--- config.mk ---
export PLATFORM = sky130hd
export DESIGN_NAME = mie_exec
export DESIGN_NICKNAME = d
export VERILOG_FILES = /design/src/mie_pkg.sv /design/src/mie_exec.sv
export SDC_FILE = /design/constraint.sdc
export NUM_CORES = 1
export LEC_CHECK = 0
export BUFFER_PORTS_ARGS = -buffer_cell sky130_fd_sc_hd__buf_4
export CAP_MARGIN = 20
export CORE_UTILIZATION = 45
export CTS_CLUSTER_DIAMETER = 120
export DETAILED_ROUTE_END_ITERATION = 12
export GPL_TIMING_DRIVEN = 0
export SLEW_MARGIN = 40
export SYNTH_ARGS = -nofsm -noshare
export SYNTH_HDL_FRONTEND = slang
export SYNTH_SLANG_ARGS = --single-unit
--- constraint.sdc ---
create_clock -name core_clk -period 4 [get_ports core_clk]
set_input_delay 0 -clock core_clk [delete_from_list [all_inputs] [get_ports core_clk]]
set_output_delay 0 -clock core_clk [all_outputs]
set_load 0.1 [all_outputs]
--- src/mie_pkg.sv ---
package mie_pkg;

    // ************************************************************
    // Widths and timing
    // ************************************************************
    localparam int DATA_W = 8;
    localparam int PC_W = 10;
    localparam int MADDR_W = 6;
    localparam int RADDR_W = 4;
    // Four system clocks make one instruction cycle
    localparam logic [1:0] PHASE_LAST = 2'h3;
    localparam logic [1:0] CYC_ONE = 2'h1;
    localparam logic [1:0] CYC_RET = 2'h2;
    localparam logic [3:0] BCD_MAX = 4'h9;
    localparam logic [3:0] BCD_FIX = 4'h6;
    localparam logic [7:0] WDT_CLEAR = 8'h00;
    localparam logic [7:0] WDT_LAST = 8'hff;
    localparam logic [7:0] PRESC_LAST = 8'hff;

    // ************************************************************
    // Register map and reset values
    // ************************************************************
    localparam logic [3:0] REG_ACC = 4'h0;
    localparam logic [3:0] REG_STATUS = 4'h1;
    localparam logic [3:0] REG_PC_LO = 4'h2;
    localparam logic [3:0] REG_PC_HI = 4'h3;
    localparam logic [3:0] REG_WDT = 4'h4;
    localparam logic [3:0] REG_STACK = 4'h5;
    localparam logic [3:0] REG_PRECLR = 4'h6;
    localparam int ST_C = 0;
    localparam int ST_HC = 1;
    localparam int ST_Z = 2;
    localparam int ST_GIE = 3;
    localparam int ST_EXP = 4;
    localparam int ST_SLP = 5;
    localparam logic [7:0] ACC_RST = 8'h00;
    localparam logic [9:0] PC_RST = 10'h000;

    // ************************************************************
    // Operations and carriers
    // ************************************************************
    typedef enum logic [4:0] {
        idle_op, preclear_first, preclear_second, invert_to_mem, invert_to_acc,
        decimal_adjust, count_down_op, count_down_to_acc, count_up_op, count_up_to_acc,
        sleep_op, goto_op, copy_imm_to_acc, copy_mem_to_acc, copy_acc_to_mem,
        or_mem_to_acc, or_imm_to_acc, inclusive_into_ram, subroutine_back,
        return_with_value, irq_back, spin_left, spin_left_to_acc, spin_left_via_carry,
        spin_left_via_carry_to_acc
    } mie_op_t;

    typedef struct packed {
        logic valid;
        mie_op_t op;
        logic extra;
        logic [7:0] imm;
        logic [7:0] mem_rdata;
        logic [5:0] mem_addr;
        logic [9:0] target;
    } mie_req_t;

    typedef struct packed {
        logic we;
        logic [5:0] addr;
        logic [7:0] data;
    } mie_mem_wr_t;

endpackage
--- src/mie_exec.sv ---
`timescale 1ns/1ps
// Behaviour
// - Both pre-clears executed: watchdog to zero, expired and sleep flags cleared.
// - A lone pre-clear only records itself; counter and both flags unchanged.
// - Invert-to-memory complements the data byte, updates zero only.
// - Invert-to-accumulator writes complement to accumulator, memory kept, zero only.
// - Decimal adjust low nibble: above 9 or half carry adds 6, makes nibble carry.
// - High nibble plus carry above 9 or carry adds 6, sets carry; to memory.
// - Count-down subtracts one, updates zero; accumulator variant leaves memory.
// - Count-up adds one, updates zero; accumulator variant leaves memory.
// - Sleep advances counter by one, stops execution, clock off, state kept.
// - Sleep clears watchdog and prescaler, sets sleep flag, clears expired.
// - Jump loads program counter from instruction, flags untouched.
// - Moves copy immediate, memory or accumulator without changing flags.
// - Idle only advances program counter by one, flags untouched.
// - Inclusive OR into accumulator or memory, updates zero only.
// - Subroutine return pops program counter, two instruction cycles, no flags.
// - Return-with-value pops counter and loads immediate into accumulator.
// - Interrupt return pops counter and sets global interrupt enable.
// - Left rotate moves bit 7 into bit 0 of memory, no flags.
// - Left rotate to accumulator keeps memory, no flags.
// - Rotate through carry: old bit 7 to carry, old carry to bit 0.
// - Instruction cycle is four clocks; extra flag adds one cycle except on returns, which take two cycles either way.
module mie_exec (
    input wire logic core_clk,
    input wire logic rst_n,
    input wire mie_pkg::mie_req_t req,
    input wire logic wake_pin,
    input wire logic [3:0] reg_addr,
    input wire logic [7:0] reg_wdata,
    input wire logic reg_we,
    input wire logic reg_re,
    output logic [7:0] reg_rdata,
    output logic busy,
    output logic done,
    output mie_pkg::mie_mem_wr_t mem_wr,
    output logic [7:0] acc,
    output logic [9:0] pc,
    output logic sys_clk_off
);

    // ************************************************************
    // Helpers
    // ************************************************************
    function automatic logic [8:0] daa_calc(input logic [7:0] a, input logic hc,
                                            input logic c);
        logic [4:0] lo;
        logic [4:0] hi;
        logic cout;
        begin
            lo = {1'b0, a[3:0]};
            if (a[3:0] > mie_pkg::BCD_MAX || hc) begin
                lo = lo + {1'b0, mie_pkg::BCD_FIX};
            end
            hi = {1'b0, a[7:4]} + {4'h0, lo[4]};
            cout = c;
            if (hi > {1'b0, mie_pkg::BCD_MAX} || c) begin
                hi = hi + {1'b0, mie_pkg::BCD_FIX};
                cout = 1'b1;
            end
            daa_calc = {cout, hi[3:0], lo[3:0]};
        end
    endfunction

    function automatic logic [8:0] rot_carry(input logic [7:0] m, input logic c);
        rot_carry = {m[7], m[6:0], c};
    endfunction

    typedef enum logic [1:0] {ST_IDLE, ST_EXEC, ST_SLEEP} mie_state_t;

    mie_state_t state_reg;
    mie_pkg::mie_req_t req_q;
    logic [1:0] phase_reg;
    logic [1:0] cyc_left_reg;
    logic carry_reg, half_carry_flag, zero_reg, global_irq_enable;
    logic watchdog_expired_flag, sleep_entered_flag;
    logic first_seen_reg, second_seen_reg;
    logic [7:0] watchdog_counter, presc_reg;
    logic [9:0] stack0_reg, stack1_reg;
    logic wake_meta_reg, wake_sync_reg;
    logic commit;
    logic [7:0] res;
    logic to_acc, to_mem, z_upd, c_upd, c_res;
    logic pair_done, wdt_clear, presc_wrap;

    assign commit = (state_reg == ST_EXEC) && (phase_reg == mie_pkg::PHASE_LAST)
                    && (cyc_left_reg == mie_pkg::CYC_ONE);
    assign pair_done = commit && ((req_q.op == mie_pkg::preclear_first && second_seen_reg)
                    || (req_q.op == mie_pkg::preclear_second && first_seen_reg));
    assign wdt_clear = pair_done || (commit && req_q.op == mie_pkg::sleep_op);
    assign presc_wrap = (presc_reg == mie_pkg::PRESC_LAST);

    // ************************************************************
    // Result datapath
    // ************************************************************
    always_comb begin
        logic [8:0] w;
        w = 9'h000;
        res = 8'h00;
        to_acc = 1'b0;
        to_mem = 1'b0;
        z_upd = 1'b0;
        c_upd = 1'b0;
        c_res = carry_reg;
        case (req_q.op)
            mie_pkg::invert_to_mem: begin
                res = ~req_q.mem_rdata;
                to_mem = 1'b1;
                z_upd = 1'b1;
            end
            mie_pkg::invert_to_acc: begin
                res = ~req_q.mem_rdata;
                to_acc = 1'b1;
                z_upd = 1'b1;
            end
            mie_pkg::decimal_adjust: begin
                w = daa_calc(acc, half_carry_flag, carry_reg);
                res = w[7:0];
                c_res = w[8];
                c_upd = 1'b1;
                to_mem = 1'b1;
            end
            mie_pkg::count_down_op, mie_pkg::count_down_to_acc: begin
                res = req_q.mem_rdata - 8'h01;
                to_mem = (req_q.op == mie_pkg::count_down_op);
                to_acc = ~to_mem;
                z_upd = 1'b1;
            end
            mie_pkg::count_up_op, mie_pkg::count_up_to_acc: begin
                res = req_q.mem_rdata + 8'h01;
                to_mem = (req_q.op == mie_pkg::count_up_op);
                to_acc = ~to_mem;
                z_upd = 1'b1;
            end
            mie_pkg::copy_imm_to_acc, mie_pkg::return_with_value: begin
                res = req_q.imm;
                to_acc = 1'b1;
            end
            mie_pkg::copy_mem_to_acc: begin
                res = req_q.mem_rdata;
                to_acc = 1'b1;
            end
            mie_pkg::copy_acc_to_mem: begin
                res = acc;
                to_mem = 1'b1;
            end
            mie_pkg::or_mem_to_acc, mie_pkg::or_imm_to_acc, mie_pkg::inclusive_into_ram: begin
                if (req_q.op == mie_pkg::or_imm_to_acc) begin
                    res = acc | req_q.imm;
                end else begin
                    res = acc | req_q.mem_rdata;
                end
                to_mem = (req_q.op == mie_pkg::inclusive_into_ram);
                to_acc = ~to_mem;
                z_upd = 1'b1;
            end
            mie_pkg::spin_left, mie_pkg::spin_left_to_acc: begin
                res = {req_q.mem_rdata[6:0], req_q.mem_rdata[7]};
                to_mem = (req_q.op == mie_pkg::spin_left);
                to_acc = ~to_mem;
            end
            mie_pkg::spin_left_via_carry, mie_pkg::spin_left_via_carry_to_acc: begin
                w = rot_carry(req_q.mem_rdata, carry_reg);
                res = w[7:0];
                c_res = w[8];
                c_upd = 1'b1;
                to_mem = (req_q.op == mie_pkg::spin_left_via_carry);
                to_acc = ~to_mem;
            end
            default: begin
                res = 8'h00;
            end
        endcase
    end

    // ************************************************************
    // Sequencing
    // ************************************************************
    always_ff @(posedge core_clk) begin
        wake_meta_reg <= wake_pin;
        wake_sync_reg <= wake_meta_reg;
    end

    always_ff @(posedge core_clk) begin
        if (!rst_n) begin
            state_reg <= ST_IDLE;
            phase_reg <= 2'h0;
            cyc_left_reg <= 2'h0;
            req_q <= '0;
            busy <= 1'b0;
            sys_clk_off <= 1'b0;
        end else begin
            case (state_reg)
                ST_IDLE: begin
                    if (req.valid) begin
                        req_q <= req;
                        phase_reg <= 2'h0;
                        busy <= 1'b1;
                        state_reg <= ST_EXEC;
                        if (req.op == mie_pkg::subroutine_back
                            || req.op == mie_pkg::return_with_value
                            || req.op == mie_pkg::irq_back) begin
                            cyc_left_reg <= mie_pkg::CYC_RET;
                        end else if (req.extra) begin
                            cyc_left_reg <= mie_pkg::CYC_RET;
                        end else begin
                            cyc_left_reg <= mie_pkg::CYC_ONE;
                        end
                    end
                end
                ST_EXEC: begin
                    phase_reg <= phase_reg + 2'h1;
                    if (phase_reg == mie_pkg::PHASE_LAST) begin
                        cyc_left_reg <= cyc_left_reg - 2'h1;
                    end
                    if (commit && req_q.op == mie_pkg::sleep_op) begin
                        state_reg <= ST_SLEEP;
                        sys_clk_off <= 1'b1;
                    end else if (commit) begin
                        state_reg <= ST_IDLE;
                        busy <= 1'b0;
                    end
                end
                ST_SLEEP: begin
                    // Expiry or the wake pin end the sleep
                    if (wake_sync_reg || watchdog_expired_flag) begin
                        state_reg <= ST_IDLE;
                        sys_clk_off <= 1'b0;
                        busy <= 1'b0;
                    end
                end
                default: begin
                    state_reg <= ST_IDLE;
                end
            endcase
        end
    end

    always_ff @(posedge core_clk) begin
        if (!rst_n) begin
            done <= 1'b0;
            mem_wr <= '0;
        end else begin
            done <= commit;
            mem_wr.we <= commit && to_mem;
            mem_wr.addr <= req_q.mem_addr;
            mem_wr.data <= res;
        end
    end

    // ************************************************************
    // Accumulator, flags, program counter, stack
    // ************************************************************
    always_ff @(posedge core_clk) begin
        if (!rst_n) begin
            acc <= mie_pkg::ACC_RST;
        end else if (commit && to_acc) begin
            acc <= res;
        end else if (reg_we && reg_addr == mie_pkg::REG_ACC) begin
            acc <= reg_wdata;
        end
    end

    always_ff @(posedge core_clk) begin
        if (!rst_n) begin
            carry_reg <= 1'b0;
            half_carry_flag <= 1'b0;
            zero_reg <= 1'b0;
            global_irq_enable <= 1'b0;
        end else if (commit) begin
            if (z_upd) begin
                zero_reg <= (res == 8'h00);
            end
            if (c_upd) begin
                carry_reg <= c_res;
            end
            if (req_q.op == mie_pkg::irq_back) begin
                global_irq_enable <= 1'b1;
            end
        end else if (reg_we && reg_addr == mie_pkg::REG_STATUS) begin
            carry_reg <= reg_wdata[mie_pkg::ST_C];
            half_carry_flag <= reg_wdata[mie_pkg::ST_HC];
            zero_reg <= reg_wdata[mie_pkg::ST_Z];
            global_irq_enable <= reg_wdata[mie_pkg::ST_GIE];
        end
    end

    always_ff @(posedge core_clk) begin
        if (!rst_n) begin
            pc <= mie_pkg::PC_RST;
            stack0_reg <= mie_pkg::PC_RST;
            stack1_reg <= mie_pkg::PC_RST;
        end else if (commit) begin
            case (req_q.op)
                mie_pkg::goto_op: begin
                    pc <= req_q.target;
                end
                mie_pkg::subroutine_back, mie_pkg::return_with_value, mie_pkg::irq_back: begin
                    pc <= stack0_reg;
                    stack0_reg <= stack1_reg;
                end
                default: begin
                    pc <= pc + 10'h001;
                end
            endcase
        end else if (reg_we && reg_addr == mie_pkg::REG_PC_LO) begin
            pc <= {pc[9:8], reg_wdata};
        end else if (reg_we && reg_addr == mie_pkg::REG_PC_HI) begin
            pc <= {reg_wdata[1:0], pc[7:0]};
        end else if (reg_we && reg_addr == mie_pkg::REG_STACK) begin
            // Pushes the return address a call would leave behind
            stack1_reg <= stack0_reg;
            stack0_reg <= pc + 10'h001;
        end
    end

    // ************************************************************
    // Watchdog and pre-clear pairing
    // ************************************************************
    always_ff @(posedge core_clk) begin
        if (!rst_n) begin
            first_seen_reg <= 1'b0;
            second_seen_reg <= 1'b0;
        end else if (pair_done) begin
            first_seen_reg <= 1'b0;
            second_seen_reg <= 1'b0;
        end else if (commit && req_q.op == mie_pkg::preclear_first) begin
            first_seen_reg <= 1'b1;
        end else if (commit && req_q.op == mie_pkg::preclear_second) begin
            second_seen_reg <= 1'b1;
        end
    end

    always_ff @(posedge core_clk) begin
        if (!rst_n) begin
            presc_reg <= mie_pkg::WDT_CLEAR;
            watchdog_counter <= mie_pkg::WDT_CLEAR;
            watchdog_expired_flag <= 1'b0;
            sleep_entered_flag <= 1'b0;
        end else if (wdt_clear) begin
            presc_reg <= mie_pkg::WDT_CLEAR;
            watchdog_counter <= mie_pkg::WDT_CLEAR;
            watchdog_expired_flag <= 1'b0;
            sleep_entered_flag <= (req_q.op == mie_pkg::sleep_op);
        end else begin
            presc_reg <= presc_reg + 8'h01;
            if (presc_wrap) begin
                watchdog_counter <= watchdog_counter + 8'h01;
            end
            if (presc_wrap && watchdog_counter == mie_pkg::WDT_LAST) begin
                watchdog_expired_flag <= 1'b1;
            end
        end
    end

    // ************************************************************
    // Register read port
    // ************************************************************
    always_ff @(posedge core_clk) begin
        if (!rst_n || !reg_re) begin
            reg_rdata <= 8'h00;
        end else if (reg_addr == mie_pkg::REG_ACC) begin
            reg_rdata <= acc;
        end else if (reg_addr == mie_pkg::REG_STATUS) begin
            reg_rdata <= {2'h0, sleep_entered_flag, watchdog_expired_flag,
                          global_irq_enable, zero_reg, half_carry_flag, carry_reg};
        end else if (reg_addr == mie_pkg::REG_PC_LO) begin
            reg_rdata <= pc[7:0];
        end else if (reg_addr == mie_pkg::REG_PC_HI) begin
            reg_rdata <= {6'h00, pc[9:8]};
        end else if (reg_addr == mie_pkg::REG_WDT) begin
            reg_rdata <= watchdog_counter;
        end else if (reg_addr == mie_pkg::REG_STACK) begin
            reg_rdata <= stack0_reg[7:0];
        end else if (reg_addr == mie_pkg::REG_PRECLR) begin
            reg_rdata <= {6'h00, second_seen_reg, first_seen_reg};
        end else begin
            reg_rdata <= 8'h00;
        end
    end
endmodule // mie_exec

==> impl_metrics.py <==
metrics = {
    "floorplanning": {
        "die_w_um": 129,
        "rows": 46,
        "die_area_um2": 16700,
        "start_util": 0.460,
        "core_area_um2": 15900,
        "die_h_um": 129,
        "ios": 100,
    },
    "timing": {
        "clock_skew_ns": 0.0103,
        "worst-slew-pin-transition_ns": 0.839,
        "fmaxAchievable_ghz": 0.278,
        "setup-violations-final": 0,
        "setup-tns-final_ns": 0,
        "report.final.hold_viol_count": 0,
        "rsz0062_at_grt": "false",
        "min_period_over_period": 0.898,
        "whs_ns": 0.0378,
        "slew_headroom": 0.436,
        "drv_slew": 0,
        "period_minus_slack_ns": 3.59,
    },
    "global_route": {
        "grt_pass1_wl_mm": 34.6,
        "overflow": 0,
        "grt_max_degree": 17,
        "grt_use_total": 0.274,
        "grt_pass1_vias": 6362,
        "antenna_found_initial": 0,
    },
    "pwr": {
        "p_leak_nw": 4.07,
        "p_per_area_nw_per_um2": 387,
        "peakVddDrop_mv": 0.351,
    },
    "detailed_routing": {
        "vias": 6949,
        "drtIter0Drc": 519,
        "first_pass_iters": 5,
        "drt_wl_total_mm": 22.0,
        "drt_drc_violations_left": 0,
        "vias_per_cell": 5.50,
        "dr_wl_met3_mm": 1.29,
        "route.top_layer_used": "met4",
        "wire_per_inst_um": 17.4,
        "wl_met2_mm": 9.54,
        "wl_met1_mm": 10.7,
        "ant_nets": 0,
    },
    "synthesis": {
        "synth_cells": 866,
        "yosys_warnings": 0,
        "ys_ff_latch": 133,
        "syn-cell-area_um2": 7300,
        "yosysUniqueCellTypes": 71,
        "async_reset_ff_frac": 0,
        "synth-edff-count": 0,
        "synth_area_per_cell_um2": 8.43,
        "yosysTopAreaCellShare": 0.365,
        "yosysSeqAreaShare": 0.365,
        "yosysTopAreaCell": "dfxtp_1",
        "synth_top_flop_cell": "dfxtp_1",
        "synth_area_leaders": "dfxtp_1 (36%), mux2i_1 (7.1%), nand2_1 (6.4%)",
        "synth_most_common_cell": "dfxtp_1",
        "synth_common_cells": "dfxtp_1 (133), nand2_1 (124), nor2_1 (66), mux2i_1 (52), a21boi_0 (40)",
        "syn_nets": 942,
    },
    "clocking": {
        "clock-sinks": 133,
        "clk_latency_ns": 0.43,
        "htreeDepth": 4,
        "clockBufferDepth": 2,
        "numCtsBuffers": 17,
        "root_buffer": "clkbuf_16",
        "cts_tree": "done",
        "postCtsSetupBuffers": 0,
        "cts.clk_slew.worst_paths_ns": 0.06,
    },
    "cells_and_area": {
        "reg_top3": "req_q: 37 flops, mem_wr: 15 flops",
        "fillers": 1490,
        "layout-drive-gt1-share": 0.164,
        "largest_register": "req_q",
        "nets": 1110,
        "syn2layout_area_growth_pct": 28.8,
        "largest_register_ffs": 37,
        "postLayoutCoreUtil": 0.592,
    },
    "critical_path": {
        "cp-end-kind": "register",
        "arrival_ns": 3.90,
        "critPathKind": "register to register",
        "path_cells": "or4b_1, clkbuf_1, ha_1, o21ai_0, o21bai_2, a2111oi_4, nor2_1, xnor2_1, a311o_1, o311a_1",
        "crit_slowest_cell": "or4b_1",
        "crit_fanout": 12,
        "max_stage_delay_ns": 0.46,
        "required_ns": 4.31,
        "worstSetupStartpointType": "register",
    },
    "placed_design": {
        "gp_congestion": 0.875,
        "port_buffers": 98,
        "dp_hpwl_mm": 16.2,
    },
    "flow_run": {
        "cap_violations": 0,
    },
    "min_path": {
        "holdCritPathClass": "primary input to register",
    },
    "status": {
        "status": "finished, final reports clean",
    },
}
==> final timing paths <==
path,start,to,slack [ns],cells after the start
worst max register to register,req_q[36],acc[7],0.41,10
worst min-delay path,reg_re,reg_rdata[4],0.04,5
worst min register to register,wake_meta_reg,wake_sync_reg,0.33,0
worst max-delay path,req_q[36],acc[7],0.41,10
==> worst max-delay path, delay by kind of cell (launching register included) <==
family,cells,cell delay (ns)
and+or+nand+nor,2,0.57
adders and majority gates,1,0.45
buffers and inverters,1,0.32
xor gates and xnor gates,1,0.13
DFF,1,0.45
AOI/OAI and AO/OA,5,1.54
==> cells in the final DEF (no fill, tap or decap), types with 16 or more instances in the layout <==
| master | n |
|---|---|
| a21boi_0 | 40 |
| nand2b_1 | 16 |
| and3_1 | 16 |
| nor2_1 | 66 |
| clkbuf_16 | 17 |
| dlygate4sd3_1 | 51 |
| dfxtp_1 | 133 |
| buf_2 | 16 |
| a21oi_1 | 30 |
| nor2b_1 | 33 |
| nand3_1 | 19 |
| mux2i_1 | 52 |
| nand2_1 | 124 |
| o21ai_0 | 38 |
| and2_1 | 18 |
| ha_1 | 19 |
| a211oi_1 | 17 |
| clkbuf_1 | 34 |
| buf_4 | 98 |
==> report_power, final <==
part	switching (mW)	total, mW	internal, mW
Sequential	0.0553	1.44	1.38
Combinational	0.411	0.669	0.259
Clock	0.647	1.53	0.887
Total	1.11	3.64	2.53
==> final cells by class <==
class | count | area [um^2] | area share
Clock inverter | 14 | 140 | 0.0149
Inverter | 15 | 56.3 | 0.00599
Multi-Input combinational cell | 662 | 4360 | 0.463
Buffer | 56 | 230 | 0.0245
Antenna cell | 1 | 2.50 | 0.000266
Timing Repair Buffer | 149 | 1250 | 0.133
Tap cell | 216 | 270 | 0.0287
Clock buffer | 18 | 439 | 0.0467
Sequential cell | 133 | 2660 | 0.283
==> kinds of logic (layout without fill, tap and decap cells) <==
group	after synthesis	after routing	synth area share
AO/OA/AOI/OAI	206	206	0.203
multiplexers	58	58	0.0836
adder cells (fa/ha/maj)	20	20	0.0353
XOR/XNOR	29	29	0.0348
AND/OR/NAND/NOR	349	349	0.240
other	0	1	0
flip-flops	133	133	0.365
buffers and inverters	71	252	0.0392
==> metal layers <==
layer  vias up  track usage
li1       3415            -
met1      3270        0.385
met4         0        0.112
met2       228        0.414
met5         -            0
met3        36       0.0471
==> through the flow <==
stage	setup slack [ns]	total power, mW	cells	area, um^2
after global routing	0.239	3.79	1263	9400
after global placement	0.457	2.09	1180	8310
after CTS	0.415	3.66	1263	9400
after floorplan	0.833	1.90	866	7300
final	0.407	3.64	1264	9410
after detailed placement	0.445	2.09	1180	8310
==> repair_timing <==
item                                   4_1_cts  5_1_grt
gates resized for setup                      0        0
hold buffers                                51        0
endpoints found under the hold margin       68        0
No activity file was read; power rests on OpenSTA's default activity.
